### config.mk
export PLATFORM = sky130hd
export DESIGN_NAME = ccr_bank
export DESIGN_NICKNAME = d
export VERILOG_FILES = /design/src/include/ccr_pkg.sv /design/src/include/ccr_win_if.sv /design/src/rtl/ccr_window.sv /design/src/rtl/ccr_bank.sv
export SDC_FILE = /design/constraint.sdc
export NUM_CORES = 1
export LEC_CHECK = 0
export BUFFER_PORTS_ARGS = -buffer_cell sky130_fd_sc_hd__buf_2
export CAP_MARGIN = 20
export CORE_AREA = 5 5 54 91
export DETAILED_ROUTE_END_ITERATION = 12
export DIE_AREA = 0 0 59 96
export PLACE_DENSITY = 0.76
export SETUP_SLACK_MARGIN = 0.05
export SLEW_MARGIN = 40
export SYNTH_ARGS = -nofsm -noshare
export SYNTH_HDL_FRONTEND = slang
export SYNTH_SLANG_ARGS = --single-unit
### constraint.sdc
create_clock -name i_clk -period 2.4 [get_ports i_clk]
set_clock_uncertainty 0.2 [all_clocks]
set_input_delay 0.24 -clock i_clk [delete_from_list [all_inputs] [get_ports i_clk]]
set_output_delay 0.24 -clock i_clk [all_outputs]
set_load 0.05 [all_outputs]
### src/include/ccr_pkg.sv
// Constants for the CPU control register bank
package ccr_pkg;
   localparam logic [7:0]  CCR_OFS_GUARD    = 8'h04;
   localparam logic [7:0]  CCR_OFS_SP_LOW   = 8'h0d;
   localparam logic [7:0]  CCR_OFS_SP_HIGH  = 8'h0e;
   localparam logic [7:0]  CCR_OFS_FLAGS    = 8'h0f;
   localparam logic [7:0]  CCR_CODE_IO      = 8'hd8;
   localparam logic [7:0]  CCR_CODE_SPM     = 8'h9d;
   localparam logic [7:0]  CCR_FLAGS_RESET  = 8'h00;
   localparam logic [2:0]  CCR_WINDOW_INSTR = 3'h4;
   localparam int          CCR_SP_BITS      = 11;
   localparam logic [15:0] CCR_SP_RESET     = 16'h07ff;
   localparam int          CCR_BIT_I        = 7;
   localparam int          CCR_BIT_T        = 6;
   localparam int          CCR_BIT_H        = 5;
   localparam int          CCR_BIT_S        = 4;
   localparam int          CCR_BIT_V        = 3;
   localparam int          CCR_BIT_N        = 2;
   localparam int          CCR_BIT_Z        = 1;
   localparam int          CCR_BIT_C        = 0;
endpackage

### src/include/ccr_win_if.sv
// Window counter signals between the register bank and its counter
`timescale 1ns/100ps
interface ccr_win_if;
   logic       start;
   logic       cancel;
   logic       instr;
   logic       open;
   modport bank (output start, output cancel, output instr, input open);
   modport cnt  (input start, input cancel, input instr, output open);
endinterface

### src/rtl/ccr_window.sv
// Four-instruction window counter
`timescale 1ns/100ps
module ccr_window
   import ccr_pkg::*;
(
   input  wire logic i_clk,
   input  wire logic i_reset_n,
   ccr_win_if.cnt    win
);
   logic [2:0] count;
   logic [2:0] next_count;

   always_comb
   begin
      next_count = count;
      if (win.start)
         next_count = CCR_WINDOW_INSTR;
      else if (win.cancel)
         next_count = 3'h0;
      else if (win.instr && count != 3'h0)
         next_count = count - 3'h1;
   end

   always_ff @(posedge i_clk)
   begin
      if (!i_reset_n)
         count <= 3'h0;
      else
         count <= next_count;
   end

   assign win.open = (count != 3'h0);
endmodule

### src/rtl/ccr_bank.sv
// CPU control register bank: change guard, stack pointer, flags
// Operation
// - Guard recognises 0xd8 for protected I/O and 0x9d for self-programming.
// - Unlock lasts for the next four executed instructions only.
// - No interrupt is taken while an unlock window is open.
// - Guard bit 0 reads one while the protected I/O unlock is open.
// - Guard bit 1 reads one while the self-programming unlock is open.
// - Guard bits 7 to 2 always read zero.
// - I/O unlock cancelled by other writes, memory access or sleep.
// - Stack pointer resets to the top of internal SRAM.
// - Only needed stack pointer bits exist; the rest read zero.
// - Stack pointer low byte at base, high byte at base plus one.
// - Low byte write blocks interrupts four instructions or until I/O write.
// - Flag bit 7 is the global interrupt enable.
// - Taking an interrupt never clears the global enable.
// - Dedicated instructions set and clear the global enable.
// - Changing the enable over the register path costs one wait cycle.
// - Flag bit 6 is the bit copy store, used by bit store and load.
// - Sign flag is negative xor overflow.
// - Flags: half carry 5, overflow 3, negative 2, zero 1, carry 0; reset zero.
//
// Decided for this implementation: strobed register access.
`timescale 1ns/100ps
module ccr_bank
   import ccr_pkg::*;
(
   input  wire logic       i_clk,
   input  wire logic       i_reset_n,
   input  wire logic [7:0] i_addr,
   input  wire logic [7:0] i_wdata,
   input  wire logic       i_wr,
   input  wire logic       i_rd,
   input  wire logic       i_instr_done,
   input  wire logic       i_mem_write,
   input  wire logic       i_nvm_access,
   input  wire logic       i_sleep,
   input  wire logic       i_irq_allow_instr,
   input  wire logic       i_irq_block_instr,
   input  wire logic       i_bit_store_instr,
   input  wire logic       i_bit_store_value,
   input  wire logic       i_alu_flags_we,
   input  wire logic [4:0] i_alu_flags,
   input  wire logic       i_irq_taken,
   output logic [7:0]      o_rdata,
   output logic            o_wait,
   output logic            o_irq_enable,
   output logic            o_irq_inhibit,
   output logic            o_protected_io_unlock,
   output logic            o_self_program_unlock,
   output logic            o_bit_copy,
   output logic [15:0]     o_stack_pointer
);
   ccr_win_if io_win ();
   ccr_win_if spm_win ();
   ccr_win_if sp_win ();

   ccr_window u_io_win  (.i_clk(i_clk), .i_reset_n(i_reset_n), .win(io_win));
   ccr_window u_spm_win (.i_clk(i_clk), .i_reset_n(i_reset_n), .win(spm_win));
   ccr_window u_sp_win  (.i_clk(i_clk), .i_reset_n(i_reset_n), .win(sp_win));

   logic wr_guard;
   logic wr_sp_low;
   logic wr_sp_high;
   logic wr_flags;
   logic other_write;

   assign wr_guard    = i_wr && (i_addr == CCR_OFS_GUARD);
   assign wr_sp_low   = i_wr && (i_addr == CCR_OFS_SP_LOW);
   assign wr_sp_high  = i_wr && (i_addr == CCR_OFS_SP_HIGH);
   assign wr_flags    = i_wr && (i_addr == CCR_OFS_FLAGS);
   // The unlocking write itself must not cancel its own window
   assign other_write = (i_wr && !wr_guard) || i_mem_write;

   // Windows
   assign io_win.start  = wr_guard && (i_wdata == CCR_CODE_IO);
   assign io_win.cancel = other_write || i_nvm_access || i_sleep;
   assign io_win.instr  = i_instr_done;
   assign spm_win.start  = wr_guard && (i_wdata == CCR_CODE_SPM);
   assign spm_win.cancel = i_nvm_access || i_sleep;
   assign spm_win.instr  = i_instr_done;
   assign sp_win.start  = wr_sp_low;
   assign sp_win.cancel = i_wr && !wr_sp_low;
   assign sp_win.instr  = i_instr_done;

   // Stack pointer, only the addressable bits stored
   logic [CCR_SP_BITS-1:0] sp;
   logic [CCR_SP_BITS-1:0] next_sp;
   logic [7:0]             flags;
   logic [7:0]             next_flags;
   logic                   wait_q;
   logic                   next_wait;
   logic [7:0]             rdata;
   logic [7:0]             next_rdata;
   logic [15:0]            sp_full;

   assign sp_full = {{(16 - CCR_SP_BITS){1'b0}}, sp};

   always_comb
   begin
      next_sp = sp;
      if (wr_sp_low)
         next_sp[7:0] = i_wdata;
      if (wr_sp_high)
         next_sp[CCR_SP_BITS-1:8] = i_wdata[CCR_SP_BITS-9:0];
   end

   always_comb
   begin
      next_flags = flags;
      next_wait  = 1'b0;
      if (i_alu_flags_we)
      begin
         next_flags[CCR_BIT_H] = i_alu_flags[4];
         next_flags[CCR_BIT_V] = i_alu_flags[3];
         next_flags[CCR_BIT_N] = i_alu_flags[2];
         next_flags[CCR_BIT_Z] = i_alu_flags[1];
         next_flags[CCR_BIT_C] = i_alu_flags[0];
      end
      if (i_bit_store_instr)
         next_flags[CCR_BIT_T] = i_bit_store_value;
      if (wr_flags)
      begin
         next_flags = i_wdata;
         next_wait  = (i_wdata[CCR_BIT_I] != flags[CCR_BIT_I]);
      end
      // Only software changes the enable; i_irq_taken is ignored here
      if (i_irq_allow_instr)
         next_flags[CCR_BIT_I] = 1'b1;
      else if (i_irq_block_instr)
         next_flags[CCR_BIT_I] = 1'b0;
      // Sign is derived, never stored independently
      next_flags[CCR_BIT_S] = next_flags[CCR_BIT_N] ^ next_flags[CCR_BIT_V];
   end

   always_comb
   begin
      next_rdata = 8'h00;
      if (i_rd)
      begin
         unique case (i_addr)
            CCR_OFS_GUARD:   next_rdata = {6'h00, spm_win.open, io_win.open};
            CCR_OFS_SP_LOW:  next_rdata = sp_full[7:0];
            CCR_OFS_SP_HIGH: next_rdata = sp_full[15:8];
            CCR_OFS_FLAGS:   next_rdata = flags;
            default:         next_rdata = 8'h00;
         endcase
      end
   end

   always_ff @(posedge i_clk)
   begin
      if (!i_reset_n)
      begin
         sp     <= CCR_SP_RESET[CCR_SP_BITS-1:0];
         flags  <= CCR_FLAGS_RESET;
         wait_q <= 1'b0;
         rdata  <= 8'h00;
      end
      else
      begin
         sp     <= next_sp;
         flags  <= next_flags;
         wait_q <= next_wait;
         rdata  <= next_rdata;
      end
   end

   // Output flops
   logic next_inhibit;
   // A cancelling write releases interrupts at once, not one cycle late
   assign next_inhibit = io_win.start || spm_win.start || sp_win.start
                         || (io_win.open && !io_win.cancel)
                         || (spm_win.open && !spm_win.cancel)
                         || (sp_win.open && !sp_win.cancel);

   always_ff @(posedge i_clk)
   begin
      if (!i_reset_n)
      begin
         o_irq_inhibit         <= 1'b0;
         o_protected_io_unlock <= 1'b0;
         o_self_program_unlock <= 1'b0;
      end
      else
      begin
         o_irq_inhibit         <= next_inhibit;
         o_protected_io_unlock <= io_win.open && !io_win.cancel;
         o_self_program_unlock <= spm_win.open && !spm_win.cancel;
      end
   end

   assign o_rdata         = rdata;
   assign o_wait          = wait_q;
   assign o_irq_enable    = flags[CCR_BIT_I];
   assign o_bit_copy      = flags[CCR_BIT_T];
   assign o_stack_pointer = sp_full;

   // Checks
   sign_xor_a: assert property (@(posedge i_clk) disable iff (!i_reset_n)
      flags[CCR_BIT_S] == (flags[CCR_BIT_N] ^ flags[CCR_BIT_V]))
      else $error("sign flag not n xor v");
   guard_high_a: assert property (@(posedge i_clk) disable iff (!i_reset_n)
      $past(i_rd) |-> (($past(i_addr) != CCR_OFS_GUARD) || o_rdata[7:2] == 6'h00))
      else $error("guard upper bits not zero");
   io_unlock_a: assert property (@(posedge i_clk) disable iff (!i_reset_n)
      (wr_guard && i_wdata == CCR_CODE_IO) |=> io_win.open)
      else $error("io unlock did not open");
   bad_code_a: assert property (@(posedge i_clk) disable iff (!i_reset_n)
      (wr_guard && i_wdata != CCR_CODE_IO && !io_win.open) |=> !io_win.open)
      else $error("bad code opened window");
   window_len_a: assert property (@(posedge i_clk) disable iff (!i_reset_n)
      (spm_win.start ##1 (i_instr_done && !spm_win.cancel && !spm_win.start) [*4])
      |=> !spm_win.open)
      else $error("window longer than four");
   cancel_io_a: assert property (@(posedge i_clk) disable iff (!i_reset_n)
      (i_sleep && !io_win.start) |=> !io_win.open)
      else $error("sleep did not cancel");
   inhibit_a: assert property (@(posedge i_clk) disable iff (!i_reset_n)
      wr_sp_low |=> o_irq_inhibit)
      else $error("no inhibit after sp low write");
   wait_i_a: assert property (@(posedge i_clk) disable iff (!i_reset_n)
      (wr_flags && i_wdata[CCR_BIT_I] != flags[CCR_BIT_I]) |=> o_wait ##1 !o_wait)
      else $error("enable change wait wrong");
   keep_i_a: assert property (@(posedge i_clk) disable iff (!i_reset_n)
      (i_irq_taken && !wr_flags && !i_irq_block_instr && o_irq_enable) |=> o_irq_enable)
      else $error("enable cleared by hardware");
   sei_a: assert property (@(posedge i_clk) disable iff (!i_reset_n)
      i_irq_allow_instr |=> o_irq_enable)
      else $error("allow instr failed");
endmodule

==> results of run 1 <==
-- cell type report --
type	count	area [sq um]	share of cell area, %
flip-flops and latches	40	801	34.3
repair buffers	64	338	14.5
inverters	11	41.3	1.77
clock buffers	6	82.6	3.54
multi-input cells	148	998	42.8
well taps	49	61.3	2.63
clock inverters	2	10.0	0.429
-- through the flow --
step	worst slack (ps)	std cells	util, %	hold WS [ps]
after CTS	441	320	56.7	3.66
after global routing	268	320	56.7	4.40
after floorplan	519	212	-	155
after detailed placement	286	311	54.2	261
after global placement	293	311	54.2	268
final	455	320	56.7	12.0
-- flip-flops by register name, indices dropped and copies added (netlist names) --
signal	cells
sp	11
flags	8
o_rdata	8
u_io_win.count	3
u_sp_win.count	3
u_spm_win.count	3
o_irq_inhibit	1
o_protected_io_unlock	1
o_self_program_unlock	1
o_wait	1
-- cell usage in the layout (no fill, tap or decap), drive strengths merged, types with 2 or more instances in the layout --
cell,instances
buf,63
dfxtp,40
o22ai,2
a21oi,7
nand4b,3
conb,5
nor3,6
xor2,2
xnor2,5
nor3b,3
nand3,3
inv,11
a2111oi,2
nand2,20
or3,3
mux2i,23
clkinv,2
ha,6
a211o,2
o21ai,3
mux2,2
nor2b,3
nand2b,2
nor2,23
clkbuf,6
a211oi,10
-- layer usage --
| layer | track usage [%] | wire, um | part of all wire (%) |
|---|---|---|---|
| met1 | 18.2 | 1660 | 37 |
| met2 | 32.7 | 2590 | 57 |
| met3 | 3.49 | 215 | 4.7 |
| met4 | 6.99 | 72 | 1.6 |
| met5 | 0 | 0 | 0 |
-- final timing paths --
kind	from	slack (ps)	end
hold / removal	i_wdata[4]	10	sp[4]$_SDFFE_PN1P_
hold reg to reg	flags[4]$_SDFF_PN0_	300	o_rdata[4]$_SDFF_PN0_
setup reg to reg	u_spm_win.count[0]$_SDFFE_PP0P_	460	u_spm_win.count[2]$_SDFFE_PN0P_
setup / recovery	u_spm_win.count[0]$_SDFFE_PP0P_	460	u_spm_win.count[2]$_SDFFE_PN0P_
-- power breakdown --
part           leakage, nW  switching, mW  internal, mW  total (mW)
registers            0.324        0.00696         0.673       0.679
clock network       0.0510          0.219         0.229       0.448
logic                0.703         0.0873        0.0581       0.145
-- critical path: stages, from the launching register on --
cell	delay (ps)
dfxtp_1	340
inv_1	50
ha_1	190
ha_1	220
nor2b_1	300
nor2_1	70
a2111oi_0	370
o21a_1	150
-- cell families after synthesis --
kind of cell    synth area share [%]
other cells                    0.198
fa+ha+maj                       3.96
flops                           42.3
simple gates                    19.5
xor+xnor                        3.24
buf+inv                         5.81
compound gates                  11.7
mux                             13.3
-- timing repair --
item,in CTS,in global routing
gates resized for setup,0,0
endpoints found under the hold margin,1,0
hold buffers,1,0
==> impl_results.md, run 1 <==
* Clk slew on worst S/H paths at 70 ps
* Fill count at approximately 400
* Ys flop type: dfxtp_1
* Register area share after synthesis at 42.3%
* Drt initial violations at 28
* Critical Path Sink Type: flip-flop
* Worst Path Required at 2440 ps
* Final Cell Area at about 0.0023 sq mm
* CTS root buf: clkbuf_8
* Final #Nets at ~310
* Max Freq at 514 MHz
* Crit Path Class: reg2reg
* Leak at ~1.1 nW
* Mapped Cells at 208
* Total wire length at 4540 um
* Placed cell area at 0.00223 sq mm
* DR pass1 iterations at 4
* Fin crit period at between 1500 and 2000 ps
* Final hold violation count at 0
* Final worst path period share at 81.0%
* IO Port Bufs at 58
* Crit Path Max Fanout at 5
* CP Launch Type: flip-flop
* Mapped cell area at 0.00189 sq mm
* Setup total negative slack at 0 ps
* Avg Cell Area, Syn at around 9 sq um
* Fraction of layout cells with a size suffix above 1 at 28.0%
* Yosys top cell area share at 42.3%
* First-pass GRT wire length at 7530 um
* Die X at 59 um
* WL/cell at 14.2 um
* Core Area at 0.00411 sq mm
* Clk buf depth at 2
* HPWL after DPL at 3610 um
* GRT Overall Usage at 17.4%
* Max-slew violation total from the final report at 0
* Async set or reset register ratio after synthesis at 0%
* Power Density at 546 mW/mm^2
* Reg2Reg Depth at 7
* Height of the die at 96 um
* RSZ-0062 raised after global routing: no
* Min-Delay Path Class: in2reg
* Commonest cells in the netlist: 40 x dfxtp_1, 23 x mux2i_1, 23 x nor2_1
* Boundary pin count at 65
* CTS tree: done
* Vias after detailed routing at between 1500 and 2000
* Hold Path Depth at 3
* Clock Sinks at 40
* Initial antenna violation count at 0
* CTS H-tree lvls at 2
* Cell accounting for the most synthesized area: dfxtp_1
* Remaining antenna violation count at 0
* Number of flops mapped to enable cells by yosys at 0
* Total gr overflow at 0
* Register bit total from synthesis at 40
* Status: finished clean
* Vias per cell at around 5.2
* Row cnt at 31
* Starting Density at 46.1%
* RePlAce Congestion at just over 0.8
* Vias in the first global route at ~1700
* Synth area leaders: dfxtp_1 42%, mux2i_1 12%, nor2_1 4.6%, a211oi_1 4.0%, ha_1 4.0%
* Yosys cell types at 40
* Ant. Diodes at 0
* Synthesis-to-finish area growth at 23.1%
* Total power at roughly 1.3 mW
* Synth Warn # at 0
* Post-route DRC at 0
* Later-pin clock latency in the skew report at 280 ps
* Largest net degree at the start of global routing at 19
* Final setup violation count at 0
* Crit path DAT at 1980 ps
* CTS buffer count at 5
* Max_cap viols at 0
* Die area at around 0.0057 sq mm
* Maximum vdd ir drop at 0.528 mV
* Setup Fix Bufs, Post-CTS at 0
* Count leader, synth: dfxtp_1
No activity file was read; power rests on OpenSTA's default activity.
==> run 2, diff against run 1 <==
clock period = 1.95 ns   (was 2.4 ns; I/O delays follow)
==> run 2 against run 1 <==
Net effect:
- register-to-register slack got worse by 240 ps
- worst hold slack got worse by 9.9 ps
- utilization grew 3.7 points
- flip-flop and latch count is the same
- final area rose by 6.4%
- count of clock-buffer cells in the layout up 2
- largest cell class unchanged
- largest power group unchanged
- sequential share of layout area is 2.1 points lower
- global-route usage increased by 0.63 points
- critical path depth is the same
- critical endpoint is now sp[9]$_SDFFE_PN1P_
==> impl_results.md, run 2 (synthesis results as in run 1) <==
* Status: finished clean
* Reg2Reg Depth at 7
* RSZ-0062 raised after global routing: no
* Critical Path Start: i_addr[3]
* Die X at 59 um
* RePlAce Congestion at 0.839
* Worst setup endpoint: sp[9]$_SDFFE_PN1P_
* Height of the die at 96 um
* CTS root buf: clkbuf_8
* Leak at about 1.1 nW
* Crit Path Class: in2reg
* Final worst path period share at 90.7%
* Starting Density at 46.1%
* Internal cell power at about 1.2 mW
* Clk slew on worst S/H paths at approximately 70 ps
* DR pass1 iterations at 4
* Die area at around 0.0057 sq mm
* Worst reg2reg endpoint: u_spm_win.count[2]$_SDFFE_PN0P_
* IO Port Bufs at 58
* WL/cell at 14.3 um
* Reg power frac at 52.5%
* CTS tree: done
* Total power at 1.59 mW
* Most flops, register: sp
* Fill count at 406
* Crit Path Max Fanout at 7
* Max_cap viols at 0
* Post-route DRC at 0
* Worst hold slack at 2.02 ps
* Total gr overflow at 0
* Reg-to-reg startpoint: u_spm_win.count[0]$_SDFFE_PP0P_
* Worst path top cell family by delay: buffers and inverters
* Sw power at 0.390 mW
* Synthesis-to-finish area growth at 31.0%
* Vias per cell at 5.31
* Vias in the first global route at 1648
* GRT Overall Usage at 18.0%
* Final setup violation count at 0
* CTS H-tree lvls at 2
* HPWL after DPL at around 3700 um
* Crit path DAT at between 1500 and 2000 ps
* Setup total negative slack at 0 ps
* Remaining antenna violation count at 0
* Maximum vdd ir drop at a little under 0.6 mV
* Max-slew violation total from the final report at 0
* Final hold violation count at 0
* Critical path depth at 7
* Reg area at around 800 sq um
* First-pass GRT wire length at 7660 um
* Commonest cells after routing, fill and taps aside: 58 x buf_2, 40 x dfxtp_1, 23 x nor2_1, 23 x mux2i_1, 20 x nand2_1
* Fraction of layout cells with a size suffix above 1 at 29.4%
* Row cnt at 31
* Max reg flops at 11
* Final #Nets at around 330
* Core Area at 0.00411 sq mm
* Combinational power share at 12.5%
* CP max stage delay at about 560 ps
* Power Density at 642 mW/mm^2
* CP Launch Type: input port
* Ant. Diodes at 0
* Critical Path Sink Type: flip-flop
* Vias after detailed routing at 1779
* CP max stage cell: dlygate4sd3_1
* Clock Sinks at 40
* Area of the multi-input gates at around 0.0010 sq mm
* Most common cell after layout, fill and taps aside: buf_2
* Clk buf depth at 2
* Min-Delay Path Class: in2reg
* Worst Path Required at 1930 ps
* Largest net degree at the start of global routing at 17
* Fin crit period at around 1800 ps
* Reg2reg setup slack at about 220 ps
* Sw Ratio at 24.5%
* Clk pwr share at 35.0%
* Boundary pin count at 65
* Drt initial violations at 43
* CP cell instances: buf_2 -> buf_4 -> and4bb_2 -> nand4b_1 -> mux2i_1 -> nand2_1 -> dlygate4sd3_1
* CTS buffer count at 5
* Initial antenna violation count at 0
* WP buf/inv at 3
* Core Util, Final at between 60 and 70%
* Later-pin clock latency in the skew report at roughly 290 ps
* Total wire length at 4800 um
* Max Freq at 565 MHz
## run 2: cell count changes in the layout (fill, tap and decap cells not counted), sizes merged
cell         before  now
buf              63   69
clkbuf            6    8
clkinv            2    0
dlygate4sd3       1   10
## run 2: how the worst min path moves through the flow
| stage | from | end | slack [ps] | cells past startpoint |
|---|---|---|---|---|
| floorplan | i_instr_done | u_sp_win.count[1]$_SDFFE_PP0P_ | 110 | 1 |
| global placement | i_irq_allow_instr | flags[7]$_SDFFE_PN0P_ | 220 | 3 |
| detailed placement | i_irq_allow_instr | flags[7]$_SDFFE_PN0P_ | 220 | 3 |
| CTS | i_wdata[3] | sp[3]$_SDFFE_PN1P_ | 0.3 | 3 |
| global route | i_instr_done | u_sp_win.count[1]$_SDFFE_PP0P_ | 10 | 2 |
| finish | i_wdata[3] | sp[3]$_SDFFE_PN1P_ | 2 | 3 |
## run 2: layout make-up
class	instances	share of cell area (%)
Timing Repair Buffer	79	19.1
Sequential cell	40	32.3
Multi-Input combinational cell	148	40.9
Clock buffer	8	3.63
Tap cell	49	2.47
Inverter	11	1.66
## run 2: through the flow
step           worst slack, ps  cell area, sq um  cells
2_1_floorplan              114              1910    212
3_3_place_gp             -56.1              2270    317
3_5_place_dp             -93.6              2270    317
4_1_cts                   88.9              2460    335
5_1_grt                   79.0              2480    335
6_report                   180              2480    335
## run 2: power by group through the flow
stage	clock network, mW	logic (mW)	registers, mW
global placement	0	0.181	0.855
CTS	0.569	0.197	0.836
floorplan	0	0.104	0.864
finish	0.558	0.200	0.836
detailed placement	0	0.183	0.855
global route	0.605	0.216	0.837
## run 2: worst min-delay path, stage by stage
cell and delay, ps:
buf_2 130, mux2i_1 80, nand2_1 60
## run 2: timing repair
item,CTS,global route
endpoints found under the setup margin,0,4
hold buffers,10,0
hold endpoints to repair,11,0
resized for setup,0,6
buffers inserted,0,0
## run 2: metal layers
metal  GRT usage (%)  routed length (um)  vias up
li1                -                   -      877
met1            18.2                1720      840
met2            33.9                2720       50
met3            3.36                 218       12
met4            8.88                 135        0
met5               0                   0        -
